===== src/common/stack_check_pkg.sv =====
// constants and types shared by the stack pointer and limit check logic
// assumes a 16-bit data space addressed in bytes, stack words on even addresses
package stack_check_pkg;
  localparam int unsigned ADDR_W     = 16;
  localparam int unsigned PC_W       = 23;
  localparam int unsigned BYTE_W     = 8;
  localparam logic [15:0] WORD_STEP  = 16'h0002; // one stack word in byte addresses
  localparam logic [15:0] SFR_TOP    = 16'h0800; // lowest legal stack address
  localparam logic [15:0] SP_RESET   = 16'h0800; // pointer value after reset
  localparam logic [7:0]  ZERO_BYTE  = 8'h00;
  localparam int unsigned PC_HI_LSB  = 16;      // first pc bit of the upper word
  localparam logic        ALIGN_ZERO = 1'b0;    // forced value of address bit 0

  // what a push carries
  typedef enum logic [1:0] {
    KIND_DATA = 2'h0,
    KIND_CALL = 2'h1,
    KIND_EXC  = 2'h2
  } push_kind_t;

  // push sequencer, gray along idle -> upper word -> idle
  typedef enum logic [1:0] {
    ST_IDLE  = 2'h0,
    ST_PC_HI = 2'h1
  } seq_state_t;
endpackage


===== src/core/stack_pointer_limit_check.sv =====
// software stack pointer, push/pop addressing, pc formatting and stack error trap
// assumes requests come from core logic on clk; memory answers are not awaited
`timescale 1ns/1ps
`default_nettype none
module stack_pointer_limit_check
  import stack_check_pkg::*;
(
  input  wire logic              clk,
  input  wire logic              rstn,
  input  wire logic              pushReq,
  input  wire push_kind_t        pushKind,
  input  wire logic [15:0]       pushData,
  input  wire logic [PC_W-1:0]   pcValue,
  input  wire logic [7:0]        statusLowByte,
  input  wire logic              popReq,
  input  wire logic              spWrite,
  input  wire logic [15:0]       spWdata,
  input  wire logic              limWrite,
  input  wire logic [15:0]       limWdata,
  input  wire logic              extEaValid,
  input  wire logic              extEaWrite,
  input  wire logic [15:0]       extEaAddr,
  output logic                   ready,
  output logic [15:0]            stackPointer,
  output logic [15:0]            stackLimit,
  output logic [15:0]            memAddr,
  output logic [15:0]            memWdata,
  output logic                   memWe,
  output logic                   memRe,
  output logic                   stackErr
);
  seq_state_t  state_q;
  seq_state_t  state_d;
  logic [15:0] sp_q;
  logic [15:0] lim_q;
  logic [15:0] hiWord_q;
  logic [15:0] memAddr_q;
  logic [15:0] memWdata_q;
  logic        memWe_q;
  logic        memRe_q;
  logic        err_q;
  logic        pushGo;
  logic        popGo;
  logic        hiGo;
  logic        accOver;
  logic        accUnder;
  logic        extOver;
  logic        extUnder;
  logic [15:0] accAddr;
  logic        accIsPush;

  // word-aligned form of a byte address
  function automatic logic [15:0] align_word(input logic [15:0] a);
    return {a[15:1], ALIGN_ZERO};
  endfunction

  // upper word of a pc push, top byte chosen by push kind
  function automatic logic [15:0] pc_upper(input push_kind_t k, input logic [PC_W-1:0] pc,
                                           input logic [7:0] statusByte);
    logic [7:0] top;
    top = ZERO_BYTE;
    if (k == KIND_EXC) begin
      top = statusByte;
    end
    return {top, ZERO_BYTE[0], pc[PC_W-1:PC_HI_LSB]};
  endfunction

  // request acceptance; pointer load wins over stack traffic
  assign ready  = (state_q == ST_IDLE) && !spWrite;
  assign pushGo = ready && pushReq;
  assign popGo  = ready && popReq && !pushReq;
  assign hiGo   = (state_q == ST_PC_HI);

  // address of the access made this cycle: push at sp, pop at sp minus a word
  assign accIsPush = pushGo || hiGo;
  assign accAddr   = popGo ? (sp_q - WORD_STEP) : sp_q;

  // limit and lower bound comparison for own accesses and core addresses
  stack_bound_check accCheck (
    .eaAddr    (accAddr),
    .eaIsPush  (accIsPush),
    .limitVal  (lim_q),
    .overflow  (accOver),
    .underflow (accUnder)
  );
  stack_bound_check extCheck (
    .eaAddr    (extEaAddr),
    .eaIsPush  (extEaWrite),
    .limitVal  (lim_q),
    .overflow  (extOver),
    .underflow (extUnder)
  );

  // sequencer next state
  always_comb begin
    state_d = state_q;
    case (state_q)
      ST_IDLE: begin
        if (pushGo && (pushKind != KIND_DATA)) begin
          state_d = ST_PC_HI;
        end
      end
      ST_PC_HI: begin
        state_d = ST_IDLE;
      end
      default: begin
        state_d = ST_IDLE;
      end
    endcase
  end

  // sequencer state
  always_ff @(posedge clk or negedge rstn) begin
    if (!rstn) begin
      state_q <= ST_IDLE;
    end else begin
      state_q <= state_d;
    end
  end

  // stack pointer: next free word, two bytes per step
  always_ff @(posedge clk or negedge rstn) begin
    if (!rstn) begin
      sp_q <= SP_RESET;
    end else if (spWrite) begin
      sp_q <= align_word(spWdata);
    end else if (pushGo || hiGo) begin
      sp_q <= sp_q + WORD_STEP;
    end else if (popGo) begin
      sp_q <= sp_q - WORD_STEP;
    end
  end

  // stack limit: deliberately left without reset, bit 0 held clear
  always_ff @(posedge clk) begin
    if (limWrite) begin
      lim_q <= align_word(limWdata);
    end
  end

  // upper pc word kept for the second push cycle
  always_ff @(posedge clk or negedge rstn) begin
    if (!rstn) begin
      hiWord_q <= 16'h0000;
    end else if (pushGo && (pushKind != KIND_DATA)) begin
      hiWord_q <= pc_upper(pushKind, pcValue, statusLowByte);
    end
  end

  // registered memory request, low pc word goes first
  always_ff @(posedge clk or negedge rstn) begin
    if (!rstn) begin
      memAddr_q  <= 16'h0000;
      memWdata_q <= 16'h0000;
      memWe_q    <= 1'b0;
      memRe_q    <= 1'b0;
    end else begin
      memWe_q <= pushGo || hiGo;
      memRe_q <= popGo;
      if (pushGo || hiGo || popGo) begin
        memAddr_q <= accAddr;
      end
      if (hiGo) begin
        memWdata_q <= hiWord_q;
      end else if (pushGo) begin
        memWdata_q <= (pushKind == KIND_DATA) ? pushData : pcValue[15:0];
      end
    end
  end

  // stack error trap pulse; limit is used as stored, so a push in the same
  // cycle as a limit write is still checked against the old value
  always_ff @(posedge clk or negedge rstn) begin
    if (!rstn) begin
      err_q <= 1'b0;
    end else begin
      err_q <= ((pushGo || hiGo || popGo) && (accOver || accUnder))
               || (extEaValid && (extOver || extUnder));
    end
  end

  assign stackPointer = sp_q;
  assign stackLimit   = lim_q;
  assign memAddr      = memAddr_q;
  assign memWdata     = memWdata_q;
  assign memWe        = memWe_q;
  assign memRe        = memRe_q;
  assign stackErr     = err_q;

  // helper: limit has been written since the last reset, so compares see no X
  logic limKnown_q;
  always_ff @(posedge clk or negedge rstn) begin
    if (!rstn) begin
      limKnown_q <= 1'b0;
    end else if (limWrite) begin
      limKnown_q <= 1'b1;
    end
  end
endmodule
`default_nettype wire


===== src/core/stack_bound_check.sv =====
// bound comparison of one stack effective address
// assumes limit bit 0 is already cleared by the caller
`timescale 1ns/1ps
`default_nettype none
module stack_bound_check
  import stack_check_pkg::*;
(
  input  wire logic [15:0] eaAddr,
  input  wire logic        eaIsPush,
  input  wire logic [15:0] limitVal,
  output logic             overflow,
  output logic             underflow
);
  // a push at the limit itself is legal, one beyond it is not
  assign overflow  = eaIsPush && (eaAddr > limitVal);
  // keep the stack out of the special register region
  assign underflow = eaAddr < SFR_TOP;
endmodule
`default_nettype wire


===== config.mk =====
export PLATFORM = sky130hd
export DESIGN_NAME = stack_pointer_limit_check
export DESIGN_NICKNAME = d
export VERILOG_FILES = /design/src/common/stack_check_pkg.sv /design/src/core/stack_pointer_limit_check.sv /design/src/core/stack_bound_check.sv
export SDC_FILE = /design/constraint.sdc
export NUM_CORES = 1
export LEC_CHECK = 0
export BUFFER_PORTS_ARGS = -buffer_cell sky130_fd_sc_hd__buf_2
export CORE_ASPECT_RATIO = 0.9
export CORE_MARGIN = 8
export CORE_UTILIZATION = 54
export DETAILED_ROUTE_END_ITERATION = 8
export PLACE_DENSITY = 0.86
export SYNTH_ARGS = -nofsm -noshare
export SYNTH_HDL_FRONTEND = slang
export SYNTH_SLANG_ARGS = --single-unit

===== constraint.sdc =====
create_clock -name clk -period 4.67 [get_ports clk]
set_input_delay 0.2335 -clock clk [delete_from_list [all_inputs] [get_ports clk]]
set_output_delay 0.2335 -clock clk [all_outputs]
set_load 0.02 [all_outputs]

After elaboration in Yosys (flattened, before gate mapping)
Index checks and enable logic that the tools add are counted.
{ "totals": {"regBits": 83, "in_bits": 105, "output_inout_bits": 68, "elab_cells": 47} }
{ "classes": {"add_sub_neg": 2, "order_cmp": 4, "eq_ne": 3, "muxes": 9, "n_reduce_logical": 20} }
{ "ops": {"columns": ["operator", "n"], "rows": [
  ["$mux W16", 6],
  ["$gt A16 B16 Y1", 2],
  ["$lt A16 B12 Y1 const B", 2],
  ["$add A16 B2 Y16 const B", 1],
  ["$sub A16 B2 Y16 const B", 1],
  ["$logic_and A1 B1 Y1", 9],
  ["$mux W8", 1],
  ["$logic_or A1 B1 Y1", 5],
  ["$logic_not A2 Y1", 2],
  ["$mux W2", 2],
  ["$reduce_bool A2 Y1", 2],
  ["$eq A2 B1 Y1 const B", 1],
  ["$eq A2 B2 Y1 const B", 1],
  ["$logic_not A1 Y1", 2],
  ["$ne A2 B1 Y1 const B", 1]
]} }

Longest topological paths before layout
Gate-level depths: netlist of the first run.
{ "logic_depth": {"ltp_word": 10, "ltp_mapped": 12, "depth_no_buf": 12} }

Hierarchy
A second synthesis of the first run with hierarchy kept.
{ "hier_totals": {"hier_cells": 509, "hier_area_um2": 4712.0} }
{ "by_module_without_submodules": {"columns": ["module", "n_inst", "cells_per_inst", "area_each_um2", "seq_area_each_um2"], "rows": [
  ["stack_pointer_limit_check", 1, 393, 3890.0, 2078.2],
  ["stack_bound_check at extCheck", 1, 58, 411.6, 0.0],
  ["stack_bound_check at accCheck", 1, 58, 410.4, 0.0]
]} }

Least setup slack after synthesis of the first run
No wires, ideal clock.
{ "synth_path": {"path_type": "register -> register", "startpoint": "register sp_q[6] (netlist: stackPointer[6])", "endpoint": "register err_q (netlist: stackErr)", "setup_time_ns": 0.104, "arrival_time_ns": 2.953, "required_time_ns": 4.566, "path_slack_ns": 1.613, "path_stages_with_launch": 12, "n_path_buf": 1, "period_less_slack_ns": 3.057, "path_cell_list": "dfrtp_1 buf_6 or3_4 or4_4 or4_4 nand2_1 ha_1 nand3_1 nor3_1 o21ai_0 a221o_1 o311ai_1"} }
{ "synth_via": {"elab_chain_cells": 7, "elab_cells_between_ends": 8, "classes_between": "1 x add/sub; 2 x order compare; 1 x mux; 4 x reduce/logical"} }
{ "synth_lines": {"columns": ["item", "line_no", "text"], "rows": [
  ["start, declared", "stack_pointer_limit_check.sv:34", "logic [15:0] sp_q;"],
  ["start signal, assigned", "stack_pointer_limit_check.sv:126", "sp_q <= align_word(spWdata);"],
  ["start signal, assigned", "stack_pointer_limit_check.sv:128", "sp_q <= sp_q + WORD_STEP;"],
  ["start signal, assigned", "stack_pointer_limit_check.sv:130", "sp_q <= sp_q - WORD_STEP;"],
  ["$sub A16 B2 Y16 (*)", "stack_pointer_limit_check.sv:76", "assign accAddr = popGo ? (sp_q - WORD_STEP) : sp_q;"],
  ["$mux W16 (*)", "stack_pointer_limit_check.sv:76", null],
  ["net accAddr[15]", "stack_pointer_limit_check.sv:49", "logic [15:0] accAddr;"],
  ["$gt A16 B16 Y1", "stack_bound_check.sv:15", "assign overflow = eaIsPush && (eaAddr > limitVal);"],
  ["$logic_and A1 B1 Y1", "stack_bound_check.sv:15", null],
  ["$logic_or A1 B1 Y1 (*)", "stack_pointer_limit_check.sv:177", "err_q <= ((pushGo || hiGo || popGo) && (accOver || accUnder))"],
  ["$logic_and A1 B1 Y1 (*)", "stack_pointer_limit_check.sv:177", null],
  ["$logic_or A1 B1 Y1 (*)", "stack_pointer_limit_check.sv:178", "|| (extEaValid && (extOver || extUnder));"],
  ["end signal, assigned", "stack_pointer_limit_check.sv:177", null],
  ["end, declared", "stack_pointer_limit_check.sv:41", "logic err_q;"]
]} }
The timed path passes the listed nets; every way through them passes the cells marked *.
A chain may end at the register's enable or synchronous reset.

Worst setup path in the final report of the first run
{ "layout_path": {"startpoint": "register sp_q[1] (netlist: stackPointer[1])", "endpoint": "register err_q (netlist: stackErr)"} }
The elaborated chain is that of the path after synthesis.

==> results of run 1 <==
## routing by layer
layer	wire, microns	up-vias	share of wire
met5	11	-	0.00082
met2	6531	218	0.49
met3	1259	24	0.094
met4	250	2	0.019
li1	-	2121	-
met1	5403	2051	0.40
## worst max-delay path, delay by kind of cell (launching register included)
family	cells	cell delay, ns
AO/OA/AOI/OAI	3	0.73
adder cells (fa/ha/maj)	2	0.44
buffers and inverters	1	0.13
flip-flops	1	0.47
AND/OR/NAND/NOR	6	1.67
## kinds of logic (layout without fill, tap and decap cells)
family | after synthesis | in the layout | synth area share
multiplexers | 13 | 13 | 0.03083
XOR/XNOR | 25 | 25 | 0.04651
AND/OR/NAND/NOR | 166 | 166 | 0.1714
other | 1 | 3 | 0.0007965
buffers and inverters | 57 | 211 | 0.04969
adder cells (fa/ha/maj) | 32 | 32 | 0.08504
AO/OA/AOI/OAI | 143 | 143 | 0.1743
flip-flops | 80 | 80 | 0.4414
## layout make-up
| class | instances | area (sq um) | share of cell area |
|---|---|---|---|
| flip-flops and latches | 80 | 2078 | 0.3583 |
| multi-input cells | 382 | 2404 | 0.4144 |
| clock buffers | 13 | 148.9 | 0.02567 |
| inverters | 24 | 90.09 | 0.01553 |
| repair buffers | 171 | 865.8 | 0.1493 |
| well taps | 119 | 148.9 | 0.02567 |
| clock inverters | 3 | 65.06 | 0.01122 |
## power groups by stage
| stage | registers, mW | clock network (mW) | logic (mW) |
|---|---|---|---|
| 2_1_floorplan | 0.999 | 0 | 0.277 |
| 3_3_place_gp | 0.920 | 0 | 0.548 |
| 3_5_place_dp | 0.927 | 0 | 0.576 |
| 4_1_cts | 0.914 | 0.567 | 0.581 |
| 5_1_grt | 0.932 | 0.593 | 0.636 |
| 6_report | 0.915 | 0.556 | 0.579 |
## through the flow
step,cell area [sq um],total power [mW],hold slack (ns)
after floorplan,4716,1.276,-0.06209
after global placement,5587,1.468,0.4099
after detailed placement,5587,1.503,0.4116
after CTS,5801,2.061,0.04163
after global routing,5801,2.161,0.03981
final,5801,2.050,0.05927
## sequential cells by signal, indices dropped and copies added, names as in the netlist
register	count
stackPointer	15
memRe	1
stackLimit	15
memAddr	15
stackErr	1
hiWord_q	15
memWe	1
memWdata	16
state_q	1
## cells in the mapped netlist, types with 2 or more instances
cell type,n
clkbuf_1,25
edfxtp_1,15
ha_1,32
nor3_1,6
dfrtp_1,64
a311oi_1,2
o21a_1,2
nand4_1,7
or2_2,2
and2_1,2
nand3b_1,2
xor2_1,4
nand3_1,8
inv_1,24
nor2b_1,11
nand2b_1,4
o21ai_0,60
xnor2_1,21
a221o_1,2
a31oi_1,9
buf_4,3
a21oi_1,47
or4_1,4
a211o_1,2
buf_1,3
nor2_1,35
nand2_1,71
nor4b_1,2
o21ai_1,2
or4_4,2
o32ai_1,3
mux2_2,12
## cell usage in the layout, fill, tap and decap left out, types with 2 or more instances in the layout
master | netlist | layout
nand2b_1 | 4 | 4
inv_1 | 24 | 24
nor4b_1 | 2 | 2
a21oi_1 | 47 | 47
clkbuf_8 | 0 | 10
nor2_1 | 35 | 35
nor2b_1 | 11 | 11
nand3_1 | 8 | 8
or2_2 | 2 | 2
nand2_1 | 71 | 71
bufinv_16 | 0 | 2
a31oi_1 | 9 | 9
o32ai_1 | 3 | 3
buf_4 | 3 | 4
o21ai_0 | 60 | 60
dfrtp_1 | 64 | 64
a221o_1 | 2 | 2
a211o_1 | 2 | 2
or4_4 | 2 | 2
nand4_1 | 7 | 7
o21ai_1 | 2 | 2
and2_1 | 2 | 2
nand3b_1 | 2 | 2
a311oi_1 | 2 | 2
nor3_1 | 6 | 6
xor2_1 | 4 | 4
xnor2_1 | 21 | 21
conb_1 | 1 | 3
or4_1 | 4 | 4
clkbuf_1 | 25 | 3
ha_1 | 32 | 32
buf_2 | 1 | 167
mux2_2 | 12 | 12
edfxtp_1 | 15 | 15
o21a_1 | 2 | 2
## path summary, 6_finish.rpt
kind | from | endpoint | slack (ns) | cells past startpoint
max in group asynchronous | rstn | hiWord_q[10] | 4.09 | 2
worst min register to register | hiWord_q[3] | memWdata[3] | 0.49 | 2
worst min-delay path | limWdata[13] | stackLimit[13] | 0.06 | 1
worst max register to register | stackPointer[1] | stackErr | 1.10 | 12
worst max-delay path | stackPointer[1] | stackErr | 1.10 | 12
min in group asynchronous | rstn | memAddr[6] | 0.07 | 2
==> key figures, run 1 <==
STA
  • Max_slew headroom: 0.2862
  • Setup TNS: 0 ns
  • Slew Limit Fails: 0
  • Fmax: approximately 280 MHz
  • Setup Viol. Count Final: 0
  • Hold Fails Final Rpt: 0
  • Setup ws final: 1.100 ns
  • Crit path time final: roughly 3.6 ns
  • Final Cycle Share: 0.7645
  • Clock skew: slightly above 0.005 ns
  • RSZ-0062 raised after global routing: false
  • Worst slew pin tran: ~1.1 ns

Power and ir drop
  • Internal Power: roughly 1.4 mW
  • VDD IR-drop max: between 0.15 and 0.2 mV
  • Pwr dens: 353.4 mW/mm^2
  • NetSw: 0.6808 mW
  • Sequential Power Share: 0.447
  • Static leakage: roughly 2.7 nW
  • Switching Share: 0.3321
  • Clk pwr share: 0.271
  • Comb pwr share: 0.282

Place
  • DP Worst Slack: between 1 and 1.5 ns
  • Post-placement cell count: between 700 and 800
  • Port bufs: around 170
  • Gpl congestion: between 0.9 and 1
  • DPL Wire Length: roughly 10000 microns

Final layout
  • Post-route non-filler standard cell count: slightly below 800
  • Fin util: 0.6802
  • Fill cell count: between 600 and 700
  • Fin nets: between 800 and 900
  • Area Overhead vs Synth: 23.20%
  • Antenna cell count: 0
  • Share of cells above drive strength 1: 0.3061

Worst setup path
  • Setup Crit Path Kind: flop to flop
  • Setup crit end kind: flop
  • Critical-path top delay cell: or4_4
  • Crit path arrival time: 3.79 ns
  • Req. time, crit path: 4.89 ns
  • Worst path cell trace: inv_1, ha_1, nor4b_1, nand2_1, or4_4, nand2_1, ha_1, nand3_1, nor2_1, a221oi_1, a221o_1, o311ai_1
  • Worst Setup Start Kind: flop
  • Largest stage delay on the critical path: approximately 0.6 ns
  • Critical path fanouts, max: 8

Synthesis
  • Post-Syn Instances: just over 500
  • Yosys top cell area share: 0.3402
  • Seq/Total Area, Yosys: 0.4414
  • Syn_area_per_cell: 9.107 sq um
  • Area leader, netlist: dfrtp_1
  • Synth cell types: 61
  • Synth area leaders: dfrtp_1 34%, edfxtp_1 9.6%, ha_1 8.5%
  • Flops & latches, synth: 80
  • Yosys warning total: 0
  • Ys async rst share: 0.8125
  • Main synth FF type: dfrtp_1
  • Number of synthesized flops with an enable pin: 15
  • Synth Cell Area: between 0.004 and 0.005 sq mm

Detailed routing
  • DRT Pass-1 Iters: 5
  • Routed Antenna Nets: 0
  • Initial DRC Count: between 200 and 250
  • Via/cell ratio: around 5.6
  • DRC violation count after routing: 0
  • Routed length per instance: 16.99 microns
  • Vias after detailed routing: around 4.4k
  • WL final: roughly 13000 microns

Clock tree
  • CTS Sinks: 80
  • CTS tree: yes
  • Post-CTS Hold Buffers: 0
  • Post-CTS sizing: 0
  • CTS max path bufs: 2
  • Postcts setup bufs: 0
  • Max H-tree Level: 3
  • CTS root buffer: clkbuf_8
  • CTS clk-pin slew, worst paths: roughly 0.08 ns
  • CTS Buf Count: 9
  • Skew-Pair Late Insertion Delay: roughly 0.34 ns

Hold path
  • Hold crit path type: input port to flop

GRT
  • Met2 usage: 0.3777
  • GRT met1 Usage: 0.2714
  • First-pass GRT wire length: ~22000 microns
  • Aggregate global routing overflow: 0
  • Largest net degree at the start of global routing: 66
  • Initial antenna violation count: 1
  • Vias in the first global route: 4457
  • GR met3 Demand/Resource: 0.05466
  • Gr busiest metal: met2
  • All-Layer GR Usage: 0.2224

Die
  • FP Rows: 32
  • Die X: approximately 110 microns
  • Die ar.: approximately 0.012 sq mm
  • Initial core utilization: 0.5521
  • I/O Pins: roughly 170
  • Die height: roughly 100 microns
  • Placeable Area: around 0.0085 sq mm

Status
  • Outcome: complete, no violations

Run
  • Max Cap Viol: 0
Note: power is estimated with default switching activity, not from simulation.
==> run 2, diff against run 1 <==
CORE_UTILIZATION = 45   (was 54)
PLACE_DENSITY = 0.77   (was 0.86)
clock period = 3.25 ns   (was 4.67 ns; I/O delays follow)
==> run 2 against run 1 <==
Effect of this change:
- non-clock buffer count increased by 29
- global-route usage decreased by 2.1 points
- die area rose by 17%
- total power rose by 62%
- clock power increased by 110%
- via count increased by 1.6%
- critical path depth shrank 2
- hold slack got worse by 0.050 ns
- sequential power up 42%
- setup slack worse by 0.96 ns
- critical endpoint unchanged
- largest cell class unchanged
- largest power group unchanged
==> key figures, run 2 (synthesis results as in run 1) <==
Die
  • Initial core utilization: 0.4614 (-0.09065)
  • FP Rows: 35 (+9.4%)
  • Die ar.: 0.01400 sq mm (+17%)
  • Die height: 113.0 microns (+8.1%)
  • Die X: 123.8 microns (+8.2%)
  • I/O Pins: 173 (unchanged)
  • Placeable Area: 0.01020 sq mm (+20%)

Worst setup path
  • Critical path fanouts, max: 3 (-5)
  • Most used cell, CP: or4_4
  • Worst Setup Start Kind: flop
  • Critical-path top delay cell: or4_4
  • Worst path cell trace: or3_4, or4_4, or4_4, nand2_1, ha_1, nand3_1, nor2_1, a221oi_1, a221o_1, o311ai_1
  • Setup crit end kind: flop
  • Worst Path Buf+Inv: 0 (-1)
  • Largest stage delay on the critical path: 0.51 ns (-0.09 ns)
  • Req. time, crit path: 3.45 ns (-1.44 ns)
  • Setup Crit Path Kind: flop to flop
  • Crit path arrival time: 3.32 ns (-0.47 ns)
  • CP delay by family, top: simple AND/OR/NAND/NOR gates
  • Flop2flop setup slack: 0.14 ns (-0.96 ns)

Detailed routing
  • Routed Antenna Nets: 0 (unchanged)
  • Metal2 WL: 7045 microns (+7.9%)
  • WL final: 14260 microns (+6.0%)
  • Initial DRC Count: 389 (+61%)
  • Routed length per instance: 17.14 microns (+0.86%)
  • DR top layer: met4
  • Routed met3 length: 1015 microns (-19%)
  • DRT Pass-1 Iters: 8 (+3)
  • Vias after detailed routing: 4485 (+1.6%)
  • Met1 WL: 5817 microns (+7.7%)
  • Via/cell ratio: 5.391 (-3.3%)
  • DRC violation count after routing: 0 (unchanged)

STA
  • Hold Fails Final Rpt: 0 (unchanged)
  • Setup Viol. Count Final: 0 (unchanged)
  • Clock skew: 0.007578 ns (+0.002430 ns)
  • Setup TNS: 0 ns (unchanged)
  • Final Cycle Share: 0.9580 (+0.1935)
  • Crit path time final: 3.113 ns (-0.4567 ns)
  • Worst slew pin tran: 1.025 ns (-0.04167 ns)
  • Max_slew headroom: 0.3166 (+0.03041)
  • Fmax: 321.2 MHz (+15%)
  • Setup ws final: 0.1365 ns (-0.9633 ns)
  • Slew Limit Fails: 0 (unchanged)
  • Final hold slack: 0.009110 ns (-0.05016 ns)

Place
  • Port bufs: 167 (unchanged)
  • Post-placement cell count: 800 (+3.1%)
  • DP Worst Slack: -0.04058 ns (-1.241 ns)
  • Placed cell areas: 0.005704 sq mm (+2.1%)
  • DPL Wire Length: 10920 microns (+4.1%)
  • Gpl congestion: 0.8840 (-2.8%)

Final layout
  • Commonest cells after routing, fill and taps aside: 167 x buf_2, 71 x nand2_1, 64 x dfrtp_1, 60 x o21ai_0, 47 x a21oi_1
  • Multi-input gate area in the final layout: 0.002456 sq mm (+2.2%)
  • Share of cells above drive strength 1: 0.3276 (+0.02154)
  • Area Overhead vs Synth: 32.55%
  • Reg area: 0.002078 sq mm (unchanged)
  • Fill cell count: 886 (+36%)
  • Post-route cell area: 0.006241 sq mm (+7.6%)
  • Post-route non-filler standard cell count: 832 (+5.1%)
  • Fin util: 0.6116 (-0.06851)
  • Max reg flops: 16 (unchanged)
  • Fin nets: 834 (+3.6%)
  • Commonest non-fill, non-tap cell in the layout: buf_2

Clock tree
  • CTS Sinks: 80 (unchanged)
  • CTS Buf Count: 9 (unchanged)
  • CTS tree: yes
  • CTS clk-pin slew, worst paths: 0.06 ns (-0.02 ns)
  • CTS root buffer: clkbuf_16
  • Skew-Pair Late Insertion Delay: 0.33 ns (about the same)
  • CTS max path bufs: 2 (unchanged)
  • Max H-tree Level: 3 (unchanged)

GRT
  • Vias in the first global route: 4635 (+4.0%)
  • Largest net degree at the start of global routing: 46 (-30%)
  • All-Layer GR Usage: 0.2015 (-0.02090)
  • Initial antenna violation count: 1 (unchanged)
  • First-pass GRT wire length: 22330 microns (+3.2%)
  • Aggregate global routing overflow: 0 (unchanged)

Run
  • Max Cap Viol: 0 (unchanged)

Hold path
  • Hold crit path type: input port to asynchronous set/reset pin

Status
  • Outcome: complete, no violations

Power and ir drop
  • Total Power: 3.326 mW (+62%)
  • Pwr dens: 532.9 mW/mm^2 (+51%)
  • Static leakage: 2.904 nW (+7.7%)
  • VDD IR-drop max: 0.3598 mV (+84%)
-- run 2: cell types whose count changed in the layout (fill, tap and decap cells not counted), moves of 2 or more --
cell	delta
clkbuf_16	+9
nor3_1	-2
clkbuf_1	-2
dlygate4sd3_1	+13
nor3_2	+2
buf_4	+16
clkbuf_8	-10
-- run 2: final timing paths --
path | depth (start not counted) | endpoint | from
max | 10 | stackErr | stackPointer[7]
min | 1 | memWdata[9] | rstn
max reg2reg | 10 | stackErr | stackPointer[7]
min reg2reg | 2 | memAddr[2] | memAddr[2]
max in group asynchronous | 2 | stackPointer[4] | rstn
min in group clk | 1 | stackLimit[5] | limWdata[5]
-- run 2: routing by layer --
layer / vias to the layer above / GRT usage
met5: - / 0
met4: 0 / 0.08099
met3: 33 / 0.04778
met2: 163 / 0.3368
met1: 2111 / 0.2424
li1: 2178 / -
-- run 2: worst reg2reg max path, stage by stage, from the launching register on --
cell and delay (ns):
dfrtp_1 0.37, or3_4 0.42, or4_4 0.50, or4_4 0.51
nand2_1 0.10, ha_1 0.24, nand3_1 0.14, nor2_1 0.06
a221oi_1 0.33, a221o_1 0.21, o311ai_1 0.09
-- run 2: cell type report --
cell class | instances | area share
tap | 129 | 0.02586
timing repair buffer | 200 | 0.1788
inverter | 24 | 0.01443
clock inverter | 6 | 0.01724
antenna | 1 | 0.0004010
multi-input combinational | 382 | 0.3935
sequential | 80 | 0.3330
clock buffer | 10 | 0.03669
-- run 2: timing repair --
| action | in CTS | in global routing |
|---|---|---|
| pin swaps | 0 | 3 |
| gates resized for setup | 1 | 7 |
| hold buffers | 11 | 2 |
| buffers inserted | 0 | 2 |
| setup endpoints to repair | 1 | 1 |
| endpoints found under the hold margin | 11 | 2 |
-- run 2: report_power, final --
group	internal, mW	switching, mW
clock network	0.748	0.391
logic	0.358	0.534
registers	1.19	0.108
total	2.29	1.03
==> run 3, diff against run 2 <==
clock period = 2.55 ns   (was 3.25 ns; I/O delays follow)
==> run 3 against run 2 <==
Effect of this change:
- the run now ends with setup timing left
- maximum frequency rose by 10%
- non-clock buffer count rose by 44
- count of clock-buffer cells in the layout fell by 1
- hold slack barely moved
- clock skew barely moved
- sequential power rose by 26%
- critical path type unchanged
- critical endpoint unchanged
- largest power group unchanged
==> key figures, run 3 (synthesis results as in run 1) <==
Status
  • Outcome: finished, violations left
  • Failing checks: setup timing

Place
  • Gpl congestion: 0.9475 (+7.2%)
  • Port bufs: 167 (unchanged)
  • Post-placement cell count: 830 (+3.8%)
  • Placed cell areas: 0.005961 sq mm (+4.5%)
  • DPL Wire Length: 11400 microns (+4.4%)

STA
  • Worst slew pin tran: 0.9968 ns (-0.02827 ns)
  • Slew Limit Fails: 0 (unchanged)
  • RSZ-0062 raised after global routing: true
  • Clock skew: 0.007510 ns (-0.00006717 ns)
  • Max_slew headroom: 0.3330 (+0.01639)
  • Setup ws final: -0.2813 ns (-0.4179 ns)
  • Hold Fails Final Rpt: 0 (unchanged)
  • Fmax: 353.2 MHz (+10%)
  • Crit path time final: 2.831 ns (-0.2821 ns)
  • Setup Viol. Count Final: 1 (+1)
  • Final Cycle Share: 1.110 (+0.1523)

Die
  • Placeable Area: 0.01020 sq mm (unchanged)
  • Die ar.: 0.01400 sq mm (unchanged)
  • Die X: 123.8 microns (unchanged)
  • FP Rows: 35 (unchanged)
  • Initial core utilization: 0.4614 (unchanged)
  • I/O Pins: 173 (unchanged)
  • Die height: 113.0 microns (unchanged)

GRT
  • Aggregate global routing overflow: 0 (unchanged)
  • First-pass GRT wire length: 23960 microns (+7.3%)
  • Initial antenna violation count: 1 (unchanged)
  • Vias in the first global route: 4948 (+6.8%)
  • All-Layer GR Usage: 0.2148 (+0.01327)
  • Largest net degree at the start of global routing: 41 (-11%)

Clock tree
  • CTS tree: yes
  • CTS clk-pin slew, worst paths: 0.06 ns (about the same)
  • CTS Buf Count: 9 (unchanged)
  • Skew-Pair Late Insertion Delay: 0.33 ns (about the same)
  • CTS root buffer: clkbuf_16
  • CTS Sinks: 80 (unchanged)
  • CTS max path bufs: 2 (unchanged)
  • Max H-tree Level: 3 (unchanged)

Worst setup path
  • Largest stage delay on the critical path: 0.58 ns (+0.07 ns)
  • Setup crit end kind: flop
  • Req. time, crit path: 2.75 ns (-0.70 ns)
  • Crit path arrival time: 3.03 ns (-0.29 ns)
  • Worst Setup Start Kind: flop
  • Setup Crit Path Kind: flop to flop
  • Critical path fanouts, max: 3 (unchanged)
  • Worst path cell trace: or4_4, nor3_4, buf_4, nand3_1, xnor2_1, ha_1, a21o_1, a221oi_2, a221o_1, o311ai_1
  • Critical-path top delay cell: or4_4

Power and ir drop
  • VDD IR-drop max: 0.5815 mV (+62%)
  • Pwr dens: 635.8 mW/mm^2 (+19%)
  • Static leakage: 3.121 nW (+7.5%)

Detailed routing
  • Vias after detailed routing: 4858 (+8.3%)
  • WL final: 15660 microns (+9.8%)
  • Routed Antenna Nets: 0 (unchanged)
  • Via/cell ratio: 5.546 (+2.9%)
  • Routed length per instance: 17.87 microns (+4.3%)
  • Initial DRC Count: 353 (-9.3%)
  • DRC violation count after routing: 0 (unchanged)
  • DRT Pass-1 Iters: 6 (-2)

Final layout
  • Post-route non-filler standard cell count: 876 (+5.3%)
  • Post-route cell area: 0.006670 sq mm (+6.9%)
  • Commonest cells after routing, fill and taps aside: 167 x buf_2, 69 x nand2_1, 62 x dfrtp_1, 58 x o21ai_0, 58 x buf_4
  • Fin nets: 878 (+5.3%)
  • Share of cells above drive strength 1: 0.3820 (+0.05440)
  • Commonest non-fill, non-tap cell in the layout: buf_2
  • Area Overhead vs Synth: 41.67%
  • Fin util: 0.6537 (+0.04206)
  • Max reg flops: 16 (unchanged)
  • Fill cell count: 809 (-8.7%)

Hold path
  • Hold crit path type: input port to flop

Run
  • Max Cap Viol: 0 (unchanged)
## run 3: final timing paths
| check | start | endpoint | slack [ns] | cells past startpoint |
|---|---|---|---|---|
| max | stackPointer[1] | stackErr | -0.28 | 10 |
| min | spWdata[4] | stackPointer[4] | 0.01 | 3 |
| max reg2reg | stackPointer[1] | stackErr | -0.28 | 10 |
| min reg2reg | hiWord_q[5] | memWdata[5] | 0.49 | 2 |
| max in group asynchronous | rstn | stackPointer[11] | 1.44 | 3 |
| min in group asynchronous | rstn | memWdata[10] | 0.39 | 2 |
## run 3: metrics by stage
step / power [mW] / setup TNS (ns) / hold slack (ns) / worst slack, ns
global placement: 2.796 / -0.2752 / 0.2123 / -0.2752
detailed placement: 2.846 / -0.3635 / 0.2287 / -0.3635
global route: 4.456 / -0.3732 / 0.01544 / -0.3732
finish: 4.241 / -0.2813 / 0.009536 / -0.2813
CTS: 4.192 / -0.2751 / 0.0002697 / -0.2751
floorplan: 2.345 / -0.3040 / -0.1681 / -0.3040
## run 3: cell type report
class	count	area, sq um	share of cell area
Clock inverter	7	71.32	0.01069
Tap cell	129	161.4	0.02420
Inverter	24	90.09	0.01351
Timing Repair Buffer	244	1471	0.2206
Clock buffer	9	225.2	0.03376
Multi-Input combinational cell	382	2567	0.3849
Antenna cell	1	2.502	0.0003752
Sequential cell	80	2081	0.3119
## run 3: worst max-delay path, delay by kind of cell (launching register included)
family	cells	cell delay, ns
compound gates	4	0.80
simple gates	3	0.83
buf+inv	1	0.14
fa+ha+maj	1	0.32
xor+xnor	1	0.21
flops	1	0.40
## run 3: power by group
group,internal (mW),switching (mW)
clock network,0.758,0.533
registers,1.51,0.122
logic,0.551,0.763
total,2.82,1.42
## run 3: repair_timing
item | 4_1_cts | 5_1_grt
setup buffers | 7 | 4
endpoints found under the setup margin | 1 | 1
hold buffers | 18 | 0
endpoints found under the hold margin | 48 | 0
resized for setup | 10 | 17
pin swaps | 5 | 11
## run 3: metal layers
| layer | global-route usage | up-vias | part of all wire |
|---|---|---|---|
| li1 | - | 2267 | - |
| met1 | 0.2661 | 2292 | 0.40 |
| met2 | 0.3518 | 249 | 0.50 |
| met3 | 0.04380 | 50 | 0.068 |
| met4 | 0.09383 | 0 | 0.032 |
| met5 | 0 | - | 0 |
